**src/bfs_cfg.svh**
```systemverilog
// Timing counts and strap field positions for the fault supervisor
`ifndef BFS_CFG_SVH
`define BFS_CFG_SVH

// Clock period
`define BFS_CLK_NS        10
// Undervoltage delay filter, 1 ms
`define BFS_UVP_DLY_NS    1000000
`define BFS_UVP_DLY_CYC   (`BFS_UVP_DLY_NS / `BFS_CLK_NS)
// Shortest soft-start step, 1 ms, doubled per step code
`define BFS_SS_BASE_NS    1000000
`define BFS_SS_BASE_CYC   (`BFS_SS_BASE_NS / `BFS_CLK_NS)
// Hiccup blanking unit of 1 ms and multipliers per soft-start code
`define BFS_HIC_UNIT_NS   1000000
`define BFS_HIC_UNIT_CYC  (`BFS_HIC_UNIT_NS / `BFS_CLK_NS)
`define BFS_HIC_MUL_1MS   24'h000010
`define BFS_HIC_MUL_2MS   24'h000018
`define BFS_HIC_MUL_4MS   24'h000026
`define BFS_HIC_MUL_8MS   24'h000043
// Minimum on-time during discharge, least time so rounded up
`define BFS_MIN_ON_NS     60
`define BFS_MIN_ON_CYC    ((`BFS_MIN_ON_NS + `BFS_CLK_NS - 1) / `BFS_CLK_NS)

// Topology strap fields
`define BFS_TOPO_RAMP     4
`define BFS_TOPO_EXTREF   3
`define BFS_TOPO_EXTSS    2
// Reference select strap field
`define BFS_REF_POLICY    0
// Frequency strap fields
`define BFS_FREQ_FORCED_CONTINUOUS_CONDUCTION     0

// Reset values
`define BFS_CNT_RST       24'h000000
`endif

```
**src/bfs_pkg.sv**
```systemverilog
// Types shared by the fault supervisor modules
package bfs_pkg;

   typedef logic [23:0] bfs_cnt_t;

   typedef enum logic [2:0] {
      BFS_OFF      = 3'b000,
      BFS_SOFT     = 3'b001,
      BFS_RUN      = 3'b010,
      BFS_DISCH    = 3'b011,
      BFS_LATCH    = 3'b100,
      BFS_LATCH_LS = 3'b101,
      BFS_HICCUP   = 3'b110
   } bfs_state_e;

   typedef struct packed {
      bfs_state_e st;
      bfs_cnt_t   cnt;
      bfs_cnt_t   uvc;
      logic       hs;
      logic       ls;
      logic       ovfix;
      logic       flt;
      logic       ssact;
      logic       ext_ref;
      logic       ext_ss;
   } bfs_sup_s;

   typedef struct packed {
      logic       armed;
      logic       valid;
      logic [4:0] freq;
      logic [4:0] refs;
      logic [4:0] topo;
   } bfs_strap_s;

endpackage

```
**src/bfs_sync.sv**
```systemverilog
// Two-stage synchroniser for a vector of asynchronous pin levels
`timescale 1ns/1ps
module bfs_sync import bfs_pkg::*; #(
   parameter int W = 1
) (
   input  wire logic         clock,
   input  wire logic         rst,
   input  wire logic [W-1:0] d,
   output logic      [W-1:0] q
);
   typedef struct packed {
      logic [W-1:0] s1;
      logic [W-1:0] s2;
   } bfs_sync_s;

   bfs_sync_s r_reg;
   bfs_sync_s r_next;

   // First stage feeds only the second stage
   always_comb begin
      r_next    = r_reg;
      r_next.s1 = d;
      r_next.s2 = r_reg.s1;
   end

   // Register both stages
   always_ff @(posedge clock) begin
      if (rst) begin
         r_reg <= '0;
      end else begin
         r_reg <= r_next;
      end
   end

   assign q = r_reg.s2;
endmodule

```
**src/bfs_strap.sv**
```systemverilog
// Strap capture: samples the three strap codes once per power-up
`timescale 1ns/1ps
`include "bfs_cfg.svh"
module bfs_strap import bfs_pkg::*; (
   input  wire logic       clock,
   input  wire logic       rst,
   input  wire logic       bias_ok,
   input  wire logic       bias_collapse,
   input  wire logic [4:0] freq_in,
   input  wire logic [4:0] ref_in,
   input  wire logic [4:0] topo_in,
   output logic            valid,
   output logic      [4:0] frequency_strap,
   output logic      [4:0] reference_select_strap,
   output logic      [4:0] topology_strap
);
   bfs_strap_s r_reg;
   bfs_strap_s r_next;

   // Arm on collapse, capture once bias is good, then hold
   always_comb begin
      r_next = r_reg;
      if (bias_collapse) begin
         r_next.armed = 1'b1;
         r_next.valid = 1'b0;
      end else if (r_reg.armed && bias_ok) begin
         r_next.armed = 1'b0;
         r_next.valid = 1'b1;
         r_next.freq  = freq_in;
         r_next.refs  = ref_in;
         r_next.topo  = topo_in;
      end
   end

   // First power-up after reset counts as a fresh detection
   always_ff @(posedge clock) begin
      if (rst) begin
         r_reg <= '{armed: 1'b1, valid: 1'b0, freq: 5'h00, refs: 5'h00, topo: 5'h00};
      end else begin
         r_reg <= r_next;
      end
   end

   assign valid                  = r_reg.valid;
   assign frequency_strap        = r_reg.freq;
   assign reference_select_strap = r_reg.refs;
   assign topology_strap         = r_reg.topo;
endmodule

```
**src/bfs_supervisor.sv**
```systemverilog
// Fault and enable supervisor for a synchronous step-down converter
`timescale 1ns/1ps
`include "bfs_cfg.svh"
// Functional notes
// - Bias supply below on-threshold keeps the converter off, enable ignored.
// - Lockout never latches; enable handling resumes once bias recovers.
// - Strap detection starts only with the bias supply above threshold.
// - Straps sampled once after a bias collapse, then latched.
// - Valley over-limit holds the off state cycle by cycle.
// - Positive and negative current limits, negative used during discharge.
// - Feedback under 68% for 1 ms in run turns both drivers off; latched only with policy bit one, else hiccup.
// - Undervoltage guard armed only after soft-start completes.
// - Feedback over 120% turns high side off, low side on.
// - At negative limit: low side off, high side on for minimum on-time.
// - Discharge ends after 1 ms undervoltage; low side latched on in internal mode or with policy bit one.
// - Latched faults clear only by bias cycling or enable toggling.
// - Topology strap selects external reference or external soft-start.
// - External reference uses fixed 1.5 V overvoltage level during startup.
// - Discharge end: internal mode latches, external modes follow policy bit.
// - Over-temperature shuts off and restarts on cooling, no latch.
// - Topology ramp bit clear disables the internal ramp.
// - Two frequency strap bits fine-tune ramp amplitude.
// - Frequency strap supplies frequency, ramp setting and conduction mode.
// - Policy bit one latches off, zero selects hiccup restart except at discharge end in internal mode, which latches.
// - Two topology bits set soft-start length and hiccup blanking length.
module bfs_supervisor import bfs_pkg::*; #(
   parameter int UV_CYC     = `BFS_UVP_DLY_CYC,
   parameter int SS_CYC     = `BFS_SS_BASE_CYC,
   parameter int HIC_CYC    = `BFS_HIC_UNIT_CYC,
   parameter int MIN_ON_CYC = `BFS_MIN_ON_CYC
) (
   input  wire logic       clock,
   input  wire logic       rst,
   input  wire logic       supply_lockout,
   input  wire logic       bias_collapse,
   input  wire logic       enable_threshold_input,
   input  wire logic       uv_cmp,
   input  wire logic       ov_cmp,
   input  wire logic       valley_over_limit,
   input  wire logic       neg_limit,
   input  wire logic       over_temp,
   input  wire logic       on_request,
   input  wire logic       ext_ss_done,
   input  wire logic [4:0] freq_strap_pin,
   input  wire logic [4:0] ref_strap_pin,
   input  wire logic [4:0] topo_strap_pin,
   output logic            hs_enable,
   output logic            ls_enable,
   output logic            fault_latched,
   output logic            soft_start_active,
   output logic            ovp_fixed_threshold,
   output logic            use_ext_reference,
   output logic            ext_soft_start,
   output logic            ramp_enable,
   output logic      [1:0] ramp_scale_bits,
   output logic      [1:0] freq_select,
   output logic            forced_continuous_conduction,
   output logic            fault_policy_bit,
   output logic      [1:0] soft_start_select,
   output logic            straps_valid
);
   ////////////////////////////////////////////////////////////////////////////////
   // Pin synchronisation and strap capture
   logic [24:0] pins_s;
   logic        bias_ok_s;
   logic        collapse_s;
   logic        en_s;
   logic        uv_s;
   logic        ov_s;
   logic        valley_s;
   logic        neg_s;
   logic        ot_s;
   logic        onreq_s;
   logic        extss_s;
   logic [4:0]  freq_q;
   logic [4:0]  ref_q;
   logic [4:0]  topo_q;

   bfs_sync #(.W(25)) u_sync (
      .clock (clock),
      .rst   (rst),
      .d     ({topo_strap_pin, ref_strap_pin, freq_strap_pin, ext_ss_done,
                on_request, over_temp, neg_limit, valley_over_limit, ov_cmp,
                uv_cmp, enable_threshold_input, bias_collapse, ~supply_lockout}),
      .q     (pins_s)
   );

   assign bias_ok_s  = pins_s[0];
   assign collapse_s = pins_s[1];
   assign en_s       = pins_s[2];
   assign uv_s       = pins_s[3];
   assign ov_s       = pins_s[4];
   assign valley_s   = pins_s[5];
   assign neg_s      = pins_s[6];
   assign ot_s       = pins_s[7];
   assign onreq_s    = pins_s[8];
   assign extss_s    = pins_s[9];

   // Capture only while bias is good, hold until the next collapse
   bfs_strap u_strap (
      .clock                  (clock),
      .rst                    (rst),
      .bias_ok                (bias_ok_s),
      .bias_collapse          (collapse_s),
      .freq_in                (pins_s[14:10]),
      .ref_in                 (pins_s[19:15]),
      .topo_in                (pins_s[24:20]),
      .valid                  (straps_valid),
      .frequency_strap        (freq_q),
      .reference_select_strap (ref_q),
      .topology_strap         (topo_q)
   );

   // Strap fields go out straight from the capture flops
   assign ramp_enable                  = topo_q[`BFS_TOPO_RAMP];
   assign ramp_scale_bits              = freq_q[2:1];
   assign freq_select                  = freq_q[4:3];
   assign forced_continuous_conduction = freq_q[`BFS_FREQ_FORCED_CONTINUOUS_CONDUCTION];
   assign fault_policy_bit             = ref_q[`BFS_REF_POLICY];
   assign soft_start_select            = topo_q[1:0];

   ////////////////////////////////////////////////////////////////////////////////
   // Length lookups
   function automatic bfs_cnt_t ss_len(input logic [1:0] sel);
      ss_len = bfs_cnt_t'(SS_CYC) << sel;
   endfunction

   function automatic bfs_cnt_t hic_len(input logic [1:0] sel);
      logic [47:0] p;
      p = 48'(HIC_CYC);
      case (sel)
         2'h0:    p = p * 48'(`BFS_HIC_MUL_1MS);
         2'h1:    p = p * 48'(`BFS_HIC_MUL_2MS);
         2'h2:    p = p * 48'(`BFS_HIC_MUL_4MS);
         default: p = p * 48'(`BFS_HIC_MUL_8MS);
      endcase
      hic_len = p[23:0];
   endfunction

   ////////////////////////////////////////////////////////////////////////////////
   // Supervisor state
   bfs_sup_s r_reg;
   bfs_sup_s r_next;
   logic     uv_done;
   logic     ss_done;
   logic     go;
   logic     latch_pol;

   assign uv_done   = uv_s && (r_reg.uvc == bfs_cnt_t'(UV_CYC - 1));
   assign ss_done   = r_reg.ext_ss ? extss_s
                      : (r_reg.cnt >= ss_len(topo_q[1:0]) - 24'h000001);
   assign go        = bias_ok_s && en_s && !ot_s && straps_valid;
   assign latch_pol = ref_q[`BFS_REF_POLICY];

   // Next state, driver enables and status
   always_comb begin
      r_next         = r_reg;
      r_next.ext_ref = topo_q[`BFS_TOPO_EXTREF];
      r_next.ext_ss  = !topo_q[`BFS_TOPO_EXTREF] && topo_q[`BFS_TOPO_EXTSS];
      // Filter counts only while the guard is armed
      if ((r_reg.st == BFS_RUN || r_reg.st == BFS_DISCH) && uv_s) begin
         r_next.uvc = r_reg.uvc + 24'h000001;
      end else begin
         r_next.uvc = `BFS_CNT_RST;
      end
      case (r_reg.st)
         BFS_OFF: begin
            r_next.cnt = `BFS_CNT_RST;
            if (go) begin
               r_next.st = BFS_SOFT;
            end
         end
         BFS_SOFT: begin
            r_next.cnt = r_reg.cnt + 24'h000001;
            if (ov_s) begin
               r_next.st = BFS_DISCH;
            end else if (ss_done) begin
               r_next.st = BFS_RUN;
            end
         end
         BFS_RUN: begin
            if (ov_s) begin
               r_next.st = BFS_DISCH;
            end else if (uv_done) begin
               r_next.st  = latch_pol ? BFS_LATCH : BFS_HICCUP;
               // RUN keeps the soft-start tally, so blanking must start from zero
               r_next.cnt = `BFS_CNT_RST;
            end
         end
         BFS_DISCH: begin
            r_next.cnt = r_reg.cnt + 24'h000001;
            if (uv_done) begin
               // Internal mode always latches; external modes obey policy
               if ((!r_reg.ext_ref && !r_reg.ext_ss) || latch_pol) begin
                  r_next.st = BFS_LATCH_LS;
               end else begin
                  r_next.st  = BFS_HICCUP;
                  r_next.cnt = `BFS_CNT_RST;
               end
            end
         end
         BFS_HICCUP: begin
            r_next.cnt = r_reg.cnt + 24'h000001;
            if (r_reg.cnt >= hic_len(topo_q[1:0]) - 24'h000001) begin
               r_next.st  = BFS_SOFT;
               r_next.cnt = `BFS_CNT_RST;
            end
         end
         BFS_LATCH, BFS_LATCH_LS: begin
            r_next.cnt = `BFS_CNT_RST;
         end
         default: begin
            r_next.st = BFS_OFF;
         end
      endcase
      // Overrides: lockout, then enable, then temperature
      if (!bias_ok_s || !en_s) begin
         r_next.st = BFS_OFF;
      end else if (ot_s) begin
         // Temperature never clears a latched fault
         if (r_reg.st == BFS_LATCH || r_reg.st == BFS_LATCH_LS) begin
            r_next.st = BFS_LATCH;
         end else begin
            r_next.st = BFS_OFF;
         end
      end
      // Driver enables follow the next state
      case (r_next.st)
         BFS_SOFT, BFS_RUN: begin
            // Once off, stay off while valley current is above the limit
            r_next.hs = onreq_s && (r_reg.hs || !valley_s);
            r_next.ls = !r_next.hs;
         end
         BFS_DISCH: begin
            if (r_reg.st != BFS_DISCH) begin
               r_next.hs  = 1'b0;
               r_next.ls  = 1'b1;
               r_next.cnt = `BFS_CNT_RST;
            end else if (r_reg.ls) begin
               r_next.hs  = neg_s;
               r_next.ls  = !neg_s;
               r_next.cnt = `BFS_CNT_RST;
            end else if (r_reg.cnt >= bfs_cnt_t'(MIN_ON_CYC - 1)) begin
               r_next.hs = 1'b0;
               r_next.ls = 1'b1;
            end
         end
         BFS_LATCH_LS: begin
            r_next.hs = 1'b0;
            r_next.ls = 1'b1;
         end
         default: begin
            r_next.hs = 1'b0;
            r_next.ls = 1'b0;
         end
      endcase
      r_next.ovfix = r_next.ext_ref && (r_next.st == BFS_SOFT);
      r_next.flt   = (r_next.st == BFS_LATCH) || (r_next.st == BFS_LATCH_LS);
      r_next.ssact = (r_next.st == BFS_SOFT);
   end

   // State register
   always_ff @(posedge clock) begin
      if (rst) begin
         r_reg <= '{st: BFS_OFF, cnt: `BFS_CNT_RST, uvc: `BFS_CNT_RST, default: 1'b0};
      end else begin
         r_reg <= r_next;
      end
   end

   assign hs_enable           = r_reg.hs;
   assign ls_enable           = r_reg.ls;
   assign fault_latched       = r_reg.flt;
   assign soft_start_active   = r_reg.ssact;
   assign ovp_fixed_threshold = r_reg.ovfix;
   assign use_ext_reference   = r_reg.ext_ref;
   assign ext_soft_start      = r_reg.ext_ss;
endmodule

```
**config.mk**
```make
export PLATFORM = sky130hd
export DESIGN_NAME = bfs_supervisor
export DESIGN_NICKNAME = d
export VERILOG_FILES = /design/src/bfs_pkg.sv /design/src/bfs_sync.sv /design/src/bfs_strap.sv /design/src/bfs_supervisor.sv
export VERILOG_INCLUDE_DIRS = /design/src
export SDC_FILE = /design/constraint.sdc
export NUM_CORES = 1
export LEC_CHECK = 0
export BUFFER_PORTS_ARGS = -buffer_cell sky130_fd_sc_hd__buf_2
export CORE_MARGIN = 1
export CORE_UTILIZATION = 40
export CTS_BUF_LIST = sky130_fd_sc_hd__clkbuf_8
export DETAILED_ROUTE_END_ITERATION = 6
export SKIP_CTS_REPAIR_TIMING = 1
export SLEW_MARGIN = 20
export SYNTH_ARGS = -nofsm -noshare
export SYNTH_HDL_FRONTEND = slang
export SYNTH_SLANG_ARGS = --single-unit
```
**constraint.sdc**
```tcl
create_clock -name clock -period 8.1 [get_ports clock]
set_input_delay 1.62 -clock clock [delete_from_list [all_inputs] [get_ports clock]]
set_output_delay 1.62 -clock clock [all_outputs]
set_load 0.05 [all_outputs]
```
==> results.md, run 1 <==
- Status: complete, no violations
- Hold Crit Class: reg2reg
- Synth Net Count: approximately 700
- Fmax: 0.248 GHz
- RSZ-0062 raised after global routing: false
- Antenna-violating nets left: 0
- Layout cells sized above 1: 0.153
- Final clock skew: 8.47 ps
- Post-route cell area: about 6400 µm²
- Gr usage total: 0.168
- Cell Area, Synth: roughly 5700 µm²
- Nets: 749
- Num CTS Buffers: 17
- Worst-path fanout max: 24
- Vias: 4589
- Post-Synthesis Cells: between 600 and 700
- Fin. Hold Viols: 0
- Setup_tns: 0 ps
- Via density: around 5.3
- Global route overflow: 0
- CP max-delay cell: dfxtp_1
- Die height: between 100 and 150 µm
- Drt drc: 0
- Vias in the first global route: 4196
- Share of the synthesized area in the top cell type: 0.394
- Max reg flops: 51
- FF+latch count, synth: roughly 110
- Crit Path Category: reg2reg
- Most used cell, CP: ha_1
- Pins Over Slew Limit: 0
- Worst-Skew Late Latency: between 400 and 500 ps
- Main synth FF type: dfxtp_1
- Core Region: 13900 µm²
- Post-Place Worst Slack: roughly 4100 ps
- Worst-margin pin slew: ~970 ps
- Worst setup EP type: flip-flop
- Final WL: 11.9 mm
- Initial Util: 0.412
- Root Buffer: clkbuf_8
- Commonest cells in the netlist: dfxtp_1, nand2_1, nor2b_1
- Initial DRC Count: 276
- Arrival @ worst endpoint: ~4300 ps
- I/O pin count: 44
- Crit path cell chain: inv_1 > ha_1 > o21ai_0 > ha_1 > nand4b_4 > or3_1 > a2111o_1 > and4bb_4 > o21ai_2 > and2_0 > and4_1 > buf_4 > nor3_1
- Global placement routability congestion: 0.814
- Worst vdd ir: roughly 0.11 mV
- Initial antenna violation count: 0
- Cell variety after synth: 62
- Area contributors post-synth: dfxtp_1, ha_1, nor2b_1
- Clk sinks: approximately 110
- N_diodes: 0
- First-pass GRT wire length: 19.6 mm
- Worst path max stage delay: 460 ps
- Slew headroom: 0.354
- Min Tclk post-route: 4040 ps
- Reg clk slew, reported paths: 70 ps
- Area post-placement: 6010 µm²
- Fraction of the yosys area taken by sequential cells: 0.394
- DPL Wire Length: 8.27 mm
- Async SR Flop Fraction: 0
- CP Launch Type: flip-flop
- Die ar.: between 10000 and 15000 µm²
- Synthesized area per cell: 8.81 µm²
- Synth area leader: dfxtp_1
- Post-layout util: 0.459
- Pin count of the biggest net entering global routing: 85
- CTS tree: done
- Router iterations before antenna repair: 5
- Most numerous cell in the Yosys netlist: dfxtp_1
- Max_cap viols: 0
- H-Tree Level Count: 4
- CTS max path bufs: 2
- IO Port Bufs: 39
- Setup violators final: 0
- Die X: 122 µm
- Fin crit share: 0.499
- Power Density: 175 nW/µm²
- Fin worst setup slack: 4060 ps
- Number of synthesized flops with an enable pin: 0
- Lkg Pwr: 0.00258 µW
- Worst endpoint required time: 8370 ps
- Yosys warnings: 0
- Num rows: 43
- Area Growth Syn to Fin: 11.5%
- Wirelength per Cell: 13.6 µm
==> per-layer routing <==
layer / share of wire / up-vias / global-route usage
met5: 0 / - / 0
met4: 0.016 / 0 / 0.0718
met3: 0.045 / 15 / 0.0478
met2: 0.46 / 94 / 0.259
met1: 0.48 / 2131 / 0.218
li1: - / 2349 / -
==> critical path, delay by kind of cell, from the launching register on <==
family | cells | cell delay (ps)
AO/OA/AOI/OAI | 3 | 1050
adder cells (fa/ha/maj) | 2 | 580
buffers and inverters | 2 | 560
flip-flops | 1 | 460
AND/OR/NAND/NOR | 6 | 1230
==> worst paths after layout <==
kind | start | endpoint | slack [ps] | cells after the start
setup / recovery | u_strap.topology_strap[1] | r_reg[33] | 4060 | 13
hold / removal | u_sync.r_next[9] | u_sync.q[9] | 440 | 1
setup reg to reg | u_strap.topology_strap[1] | r_reg[33] | 4060 | 13
hold reg to reg | u_sync.r_next[9] | u_sync.q[9] | 440 | 1
==> cell usage in the layout (no fill, tap or decap), drive strengths merged, types with 19 or more instances in the layout <==
master	synthesis	final
dfxtp	113	113
and3	19	19
nand2	55	55
inv	22	24
a21oi	43	43
buf	14	43
nor2b	51	51
ha	42	42
nor3	36	36
nor2	41	41
o21ai	27	27
clkbuf	20	19
nand3	26	26
==> where the power goes <==
| group | internal (µW) | total [µW] | leakage, µW | switching [µW] |
|---|---|---|---|---|
| Combinational | 12.9 | 31.8 | 0.00148 | 18.8 |
| Clock | 288 | 520 | 0.000187 | 231 |
| Sequential | 566 | 570 | 0.000920 | 3.54 |
==> cell families (layout without fill, tap and decap cells) <==
family,after synthesis,after routing,synth area share
multiplexers,1,1,0.00174
other,2,2,0.00131
XOR/XNOR,21,21,0.0320
AO/OA/AOI/OAI,113,113,0.124
adder cells (fa/ha/maj),42,42,0.0915
buffers and inverters,56,96,0.0470
flip-flops,113,113,0.394
AND/OR/NAND/NOR,304,304,0.309
==> stage by stage <==
| stage | instances | hold slack [ps] | total power (µW) |
|---|---|---|---|
| 6_report | 872 | 437 | 1120 |
| 5_1_grt | 872 | 454 | 1170 |
| 4_1_cts | 872 | 439 | 1140 |
| 3_5_place_dp | 841 | 422 | 615 |
| 3_3_place_gp | 841 | 418 | 613 |
| 2_1_floorplan | 652 | 414 | 604 |
==> layout make-up <==
type	count	area, µm²
Clock inverter	12	134
Multi-Input combinational cell	483	3210
Timing Repair Buffer	43	225
Fill cell	1374	7530
Inverter	22	82.6
Tap cell	180	225
Clock buffer	19	262
Sequential cell	113	2260
No activity file was read; power rests on OpenSTA's default activity.
==> run 2, diff against run 1 <==
==> constraint.sdc (replaced) <==
create_clock -name clock -period 3.8 [get_ports clock]
set_input_delay 0.76 -clock clock [delete_from_list [all_inputs] [get_ports clock]]
set_output_delay 0.76 -clock clock [all_outputs]
set_load 0.05 [all_outputs]
==> run 2 against run 1 <==
Core utilization up 0.27 points. Global-route usage up 0.91 points. Sequential power up 110%. Total power up 100%. Flip-flop and latch count unchanged. Clock power up 94%. Combinational power up 110%. Clock skew up 6.6 ps. Die area unchanged. Setup slack worse by 3700 ps. Hold slack worse by 19 ps. Critical path type unchanged. Largest cell class unchanged. Largest power group unchanged.
==> results.md, run 2 (synthesis gave the netlist of run 1 again) <==
- Status: complete, no violations (unchanged)
- Die height: 122 µm (unchanged)
- Pin count of the biggest net entering global routing: 58 (was 85)
- N_diodes: 0 (unchanged)
- Global route overflow: 0 (unchanged)
- CTS max path bufs: 2 (unchanged)
- Slew headroom: 0.467 (was 0.354)
- Arrival @ worst endpoint: 3750 ps (was 4310 ps)
- Commonest non-fill, non-tap cells in the layout: dfxtp_1, nand2_1, nor2b_1, a21oi_1, ha_1 (unchanged)
- Nets: 755 (was 749)
- Comb pwr share: 0.030 (was 0.028)
- Fillers: 1360 (was 1374)
- H-Tree Level Count: 4 (unchanged)
- Worst path max stage delay: 390 ps (was 460 ps)
- Initial antenna violation count: 0 (unchanged)
- Num CTS Buffers: 17 (unchanged)
- Fin worst setup slack: 331 ps (was 4060 ps)
- Top Family by Delay on Critical Path: compound AO/OA/AOI/OAI gates (was simple AND/OR/NAND/NOR gates)
- Psw: 583 µW (was 254 µW)
- Int Pwr: 1710 µW (was 868 µW)
- Gr usage total: 0.177 (was 0.168)
- Core Region: 13900 µm² (unchanged)
- Wirelength per Cell: 13.9 µm (was 13.6 µm)
- IO Port Bufs: 39 (unchanged)
- Reg clk slew, reported paths: 80 ps (was 70 ps)
- Via density: 5.28 (was 5.26)
- Clk sinks: 113 (unchanged)
- Min Tclk post-route: 3470 ps (was 4040 ps)
- Initial DRC Count: 245 (was 276)
- Sequential share of power: 0.530 (was 0.508)
- Die ar.: 14800 µm² (unchanged)
- Initial Util: 0.412 (unchanged)
- Sw Share: 0.254 (was 0.226)
- Finished Layout Cells: 879 (was 872)
- Root Buffer: clkbuf_8 (unchanged)
- CTS tree: done (unchanged)
- CP Launch Type: flip-flop (unchanged)
- I/O pin count: 44 (unchanged)
- Final WL: 12.2 mm (was 11.9 mm)
- Worst setup EP type: flip-flop (unchanged)
- First-pass GRT wire length: 20.7 mm (was 19.6 mm)
- Worst-path fanout max: 24 (unchanged)
- Fmax: 0.288 GHz (was 0.248 GHz)
- Die X: 122 µm (unchanged)
- Setup_tns: 0 ps (unchanged)
- Post-Place Worst Slack: 26.5 ps (was 4050 ps)
- Placed Cells: 847 (was 841)
- Max_cap viols: 0 (unchanged)
- Global placement routability congestion: 0.833 (was 0.814)
- Num rows: 43 (unchanged)
- Worst vdd ir: 0.266 mV (was 0.110 mV)
- DPL Wire Length: 8.49 mm (was 8.27 mm)
- Crit path cell chain: inv_1 > ha_1 > buf_4 > a211oi_1 > ha_1 > a211o_1 > a21oi_1 > nand3_1 > a41o_1 > a211oi_1 > a21o_2 > and4_1 > buf_12 > nor3_1 (was inv_1 > ha_1 > o21ai_0 > ha_1 > nand4b_4 > or3_1 > a2111o_1 > and4bb_4 > o21ai_2 > and2_0 > and4_1 > buf_4 > nor3_1)
- Buffers & Inverters on Critical Path: 3 (was 2)
- Hold Crit Class: reg2reg (unchanged)
- Setup violators final: 0 (unchanged)
- Fin crit share: 0.913 (was 0.499)
- Worst-margin pin slew: 800 ps (was 969 ps)
- Max reg flops: 51 (unchanged)
- Area Growth Syn to Fin: 12.1% (was 11.5%)
- Final clock skew: 15.1 ps (was 8.47 ps)
- Worst-Skew Late Latency: 430 ps (about the same)
- Most common cell after layout, fill and taps aside: dfxtp_1 (unchanged)
- Power Density: 356 nW/µm² (was 175 nW/µm²)
- Worst endpoint required time: 4080 ps (was 8370 ps)
- Vias in the first global route: 4370 (was 4196)
- Antenna-violating nets left: 0 (unchanged)
- Pins Over Slew Limit: 0 (unchanged)
- RSZ-0062 raised after global routing: false (unchanged)
- Lkg Pwr: 0.00260 µW (was 0.00258 µW)
- Layout cells sized above 1: 0.165 (was 0.153)
- Vias: 4642 (was 4589)
- Router iterations before antenna repair: 4 (was 5)
- CP max-delay cell: dfxtp_2 (was dfxtp_1)
- Drt drc: 0 (unchanged)
- Clock power share: 0.440 (was 0.463)
- Fin. Hold Viols: 0 (unchanged)
- Crit Path Category: reg2reg (unchanged)
[run 2: metrics by stage]
step                      power, µW  cell area, µm²   util  hold slack (ps)
after global routing           2400            6440  0.462              454
after floorplan                1290            5740      -              414
after detailed placement       1310            6080  0.436              421
after global placement         1310            6080  0.436              418
final                          2290            6440  0.462              418
after CTS                      2330            6430  0.462              431
[run 2: power by group through the flow]
| stage | Clock [µW] | Sequential, µW | Combinational (µW) |
|---|---|---|---|
| 2_1_floorplan | 0 | 1240 | 45.8 |
| 3_3_place_gp | 0 | 1240 | 66.7 |
| 3_5_place_dp | 0 | 1240 | 68.9 |
| 4_1_cts | 1050 | 1210 | 69.1 |
| 5_1_grt | 1110 | 1220 | 76.8 |
| 6_report | 1010 | 1210 | 68.3 |
[run 2: worst paths after layout]
check	start	to	slack, ps	cells after the start
max	u_strap.topology_strap[0]	r_reg[33]	330	14
min	u_sync.q[20]	u_strap.topology_strap[0]	420	2
max reg2reg	u_strap.topology_strap[0]	r_reg[33]	330	14
min reg2reg	u_sync.q[20]	u_strap.topology_strap[0]	420	2
[run 2: cell type report]
class	count	area (µm²)	area share
multi-input cells	483	3220	0.500
flip-flops and latches	113	2260	0.351
repair buffers	49	295	0.0459
clock buffers	18	248	0.0385
well taps	180	225	0.0350
clock inverters	14	109	0.0169
inverters	22	82.6	0.0128
[run 2: routing by layer]
layer / wire length (µm) / share of wire / GRT usage
met1: 5980 / 0.49 / 0.227
met2: 5550 / 0.46 / 0.280
met3: 432 / 0.035 / 0.0482
met4: 216 / 0.018 / 0.0687
met5: 0 / 0 / 0
[run 2: worst min-delay path: cells and delay by family (launching register included)]
kind	cells	cell delay, ps
AOI/OAI and AO/OA	1	50
DFF	1	300
and+or+nand+nor	1	40
==> run 3, diff against run 2 <==
==> constraint.sdc (replaced) <==
create_clock -name clock -period 3.4 [get_ports clock]
set_input_delay 0.68 -clock clock [delete_from_list [all_inputs] [get_ports clock]]
set_output_delay 0.68 -clock clock [all_outputs]
set_load 0.05 [all_outputs]
==> run 3 against run 2 <==
Clock skew up 0.90 ps. Setup slack worse by 240 ps. Total power up 17%. Final cell count up 1.5%. Sequential share of layout area down 1.1 points. Largest cell class unchanged. Sequential power up 12%. Non-clock buffer count up 13.
==> results.md, run 3 (synthesis gave the netlist of run 1 again) <==
- DPL Wire Length: 8.69 mm (was 8.49 mm)
- Layout cells sized above 1: 0.194 (was 0.165)
- Worst-Skew Late Latency: 440 ps (was 430 ps)
- CTS max path bufs: 2 (unchanged)
- Antenna-violating nets left: 0 (unchanged)
- Reg clk slew, reported paths: 90 ps (was 80 ps)
- Hold Crit Class: in2reg (was reg2reg)
- Fin worst setup slack: 89.9 ps (was 331 ps)
- Router iterations before antenna repair: 4 (unchanged)
- Root Buffer: clkbuf_8 (unchanged)
- Worst-margin pin slew: 823 ps (was 800 ps)
- Wirelength per Cell: 14.2 µm (was 13.9 µm)
- Arrival @ worst endpoint: 3610 ps (was 3750 ps)
- Num CTS Buffers: 17 (unchanged)
- Final WL: 12.7 mm (was 12.2 mm)
- Post-Place Worst Slack: -115 ps (was 26.5 ps)
- Worst-path fanout max: 12 (was 24)
- Initial Util: 0.412 (unchanged)
- Global route overflow: 0 (unchanged)
- H-Tree Level Count: 4 (unchanged)
- Fin. Hold Viols: 0 (unchanged)
- Initial DRC Count: 253 (was 245)
- Commonest non-fill, non-tap cells in the layout: dfxtp_1, nand2_1, nor2b_1, a21oi_1, nor2_1 (was dfxtp_1, nand2_1, nor2b_1, a21oi_1, ha_1)
- Pins Over Slew Limit: 0 (unchanged)
- Via density: 5.31 (was 5.28)
- Core Region: 13900 µm² (unchanged)
- Fillers: 1322 (was 1360)
- Vias: 4737 (was 4642)
- Gr usage total: 0.179 (was 0.177)
- Final clock skew: 16.0 ps (was 15.1 ps)
- Setup violators final: 0 (unchanged)
- Vias in the first global route: 4413 (was 4370)
- Fin crit share: 0.974 (was 0.913)
- Worst endpoint required time: 3700 ps (was 4080 ps)
- Status: complete, no violations (unchanged)
- Power Density: 402 nW/µm² (was 356 nW/µm²)
- Pin count of the biggest net entering global routing: 58 (unchanged)
- Initial antenna violation count: 0 (unchanged)
- Worst setup EP type: flip-flop (unchanged)
- Lkg Pwr: 0.00272 µW (was 0.00260 µW)
- Die X: 122 µm (unchanged)
- Total power: 2670 µW (was 2290 µW)
- Clk sinks: 113 (unchanged)
- Nets: 768 (was 755)
- Area Growth Syn to Fin: 15.8% (was 12.1%)
- Die ar.: 14800 µm² (unchanged)
- Max reg flops: 51 (unchanged)
- Most common cell after layout, fill and taps aside: dfxtp_1 (unchanged)
- Crit Path Category: reg2reg (unchanged)
- Fmax: 0.302 GHz (was 0.288 GHz)
- Worst vdd ir: 0.357 mV (was 0.266 mV)
- I/O pin count: 44 (unchanged)
- IO Port Bufs: 39 (unchanged)
- Num rows: 43 (unchanged)
- Min Tclk post-route: 3310 ps (was 3470 ps)
- CTS tree: done (unchanged)
- Slew headroom: 0.452 (was 0.467)
- CP Launch Type: flip-flop (unchanged)
- Global placement routability congestion: 0.867 (was 0.833)
- First-pass GRT wire length: 20.7 mm (about the same)
- Max_cap viols: 0 (unchanged)
- Die height: 122 µm (unchanged)
- N_diodes: 0 (unchanged)
- Setup_tns: 0 ps (unchanged)
- RSZ-0062 raised after global routing: true (was false)
- Drt drc: 0 (unchanged)
==> run 3: changes by cell type in the layout (fill, tap and decap cells not counted), sizes merged <==
cell	before	now
clkinv	3	6
clkbuf	18	19
buf	49	60
bufinv	0	1
clkinvlp	6	1
inv	27	29
==> run 3: critical path, stage by stage (launching register included) <==
cell	delay (ps)
dfxtp_2	370
inv_2	60
ha_1	220
buf_4	180
ha_4	290
nand4b_4	110
or3_1	430
a2111o_1	430
and4bb_4	260
o21ai_2	160
and2_0	140
and4_4	270
clkbuf_16	190
nor3_2	50
==> run 3: metrics by stage <==
stage,cells,utilization,area (µm²),hold WS [ps]
4_1_cts,890,0.470,6540,369
5_1_grt,892,0.477,6650,378
6_report,892,0.477,6650,395
2_1_floorplan,652,-,5740,414
3_5_place_dp,858,0.442,6160,420
3_3_place_gp,858,0.442,6160,417
==> run 3: final cells by class <==
type / count / area [µm²] / area share
tap: 180 / 225 / 0.0339
timing repair buffer: 62 / 428 / 0.0643
multi-input combinational: 483 / 3270 / 0.491
clock buffer: 17 / 234 / 0.0352
clock inverter: 15 / 149 / 0.0224
inverter: 22 / 82.6 / 0.0124
sequential: 113 / 2260 / 0.340
==> run 3: final timing paths <==
| path | from | end | slack (ps) | cells past startpoint |
|---|---|---|---|---|
| setup reg to reg | u_strap.topology_strap[0] | r_reg[52] | 90 | 13 |
| hold / removal | supply_lockout | u_sync.r_next[0] | 400 | 2 |
| hold reg to reg | u_sync.q[20] | u_strap.topology_strap[0] | 410 | 2 |
| setup / recovery | u_strap.topology_strap[0] | r_reg[52] | 90 | 13 |
==> run 3: where the power goes <==
group	switching (µW)	internal [µW]	total [µW]
logic	46.3	32.4	78.7
registers	8.17	1350	1360
clock network	637	599	1240
==> run 3: layer usage <==
layer / vias to the layer above / wire length (µm) / track usage
li1: 2388 / - / -
met1: 2235 / 6080 / 0.229
met2: 100 / 5950 / 0.289
met3: 14 / 486 / 0.0478
met4: 0 / 172 / 0.0625
met5: - / 0 / 0
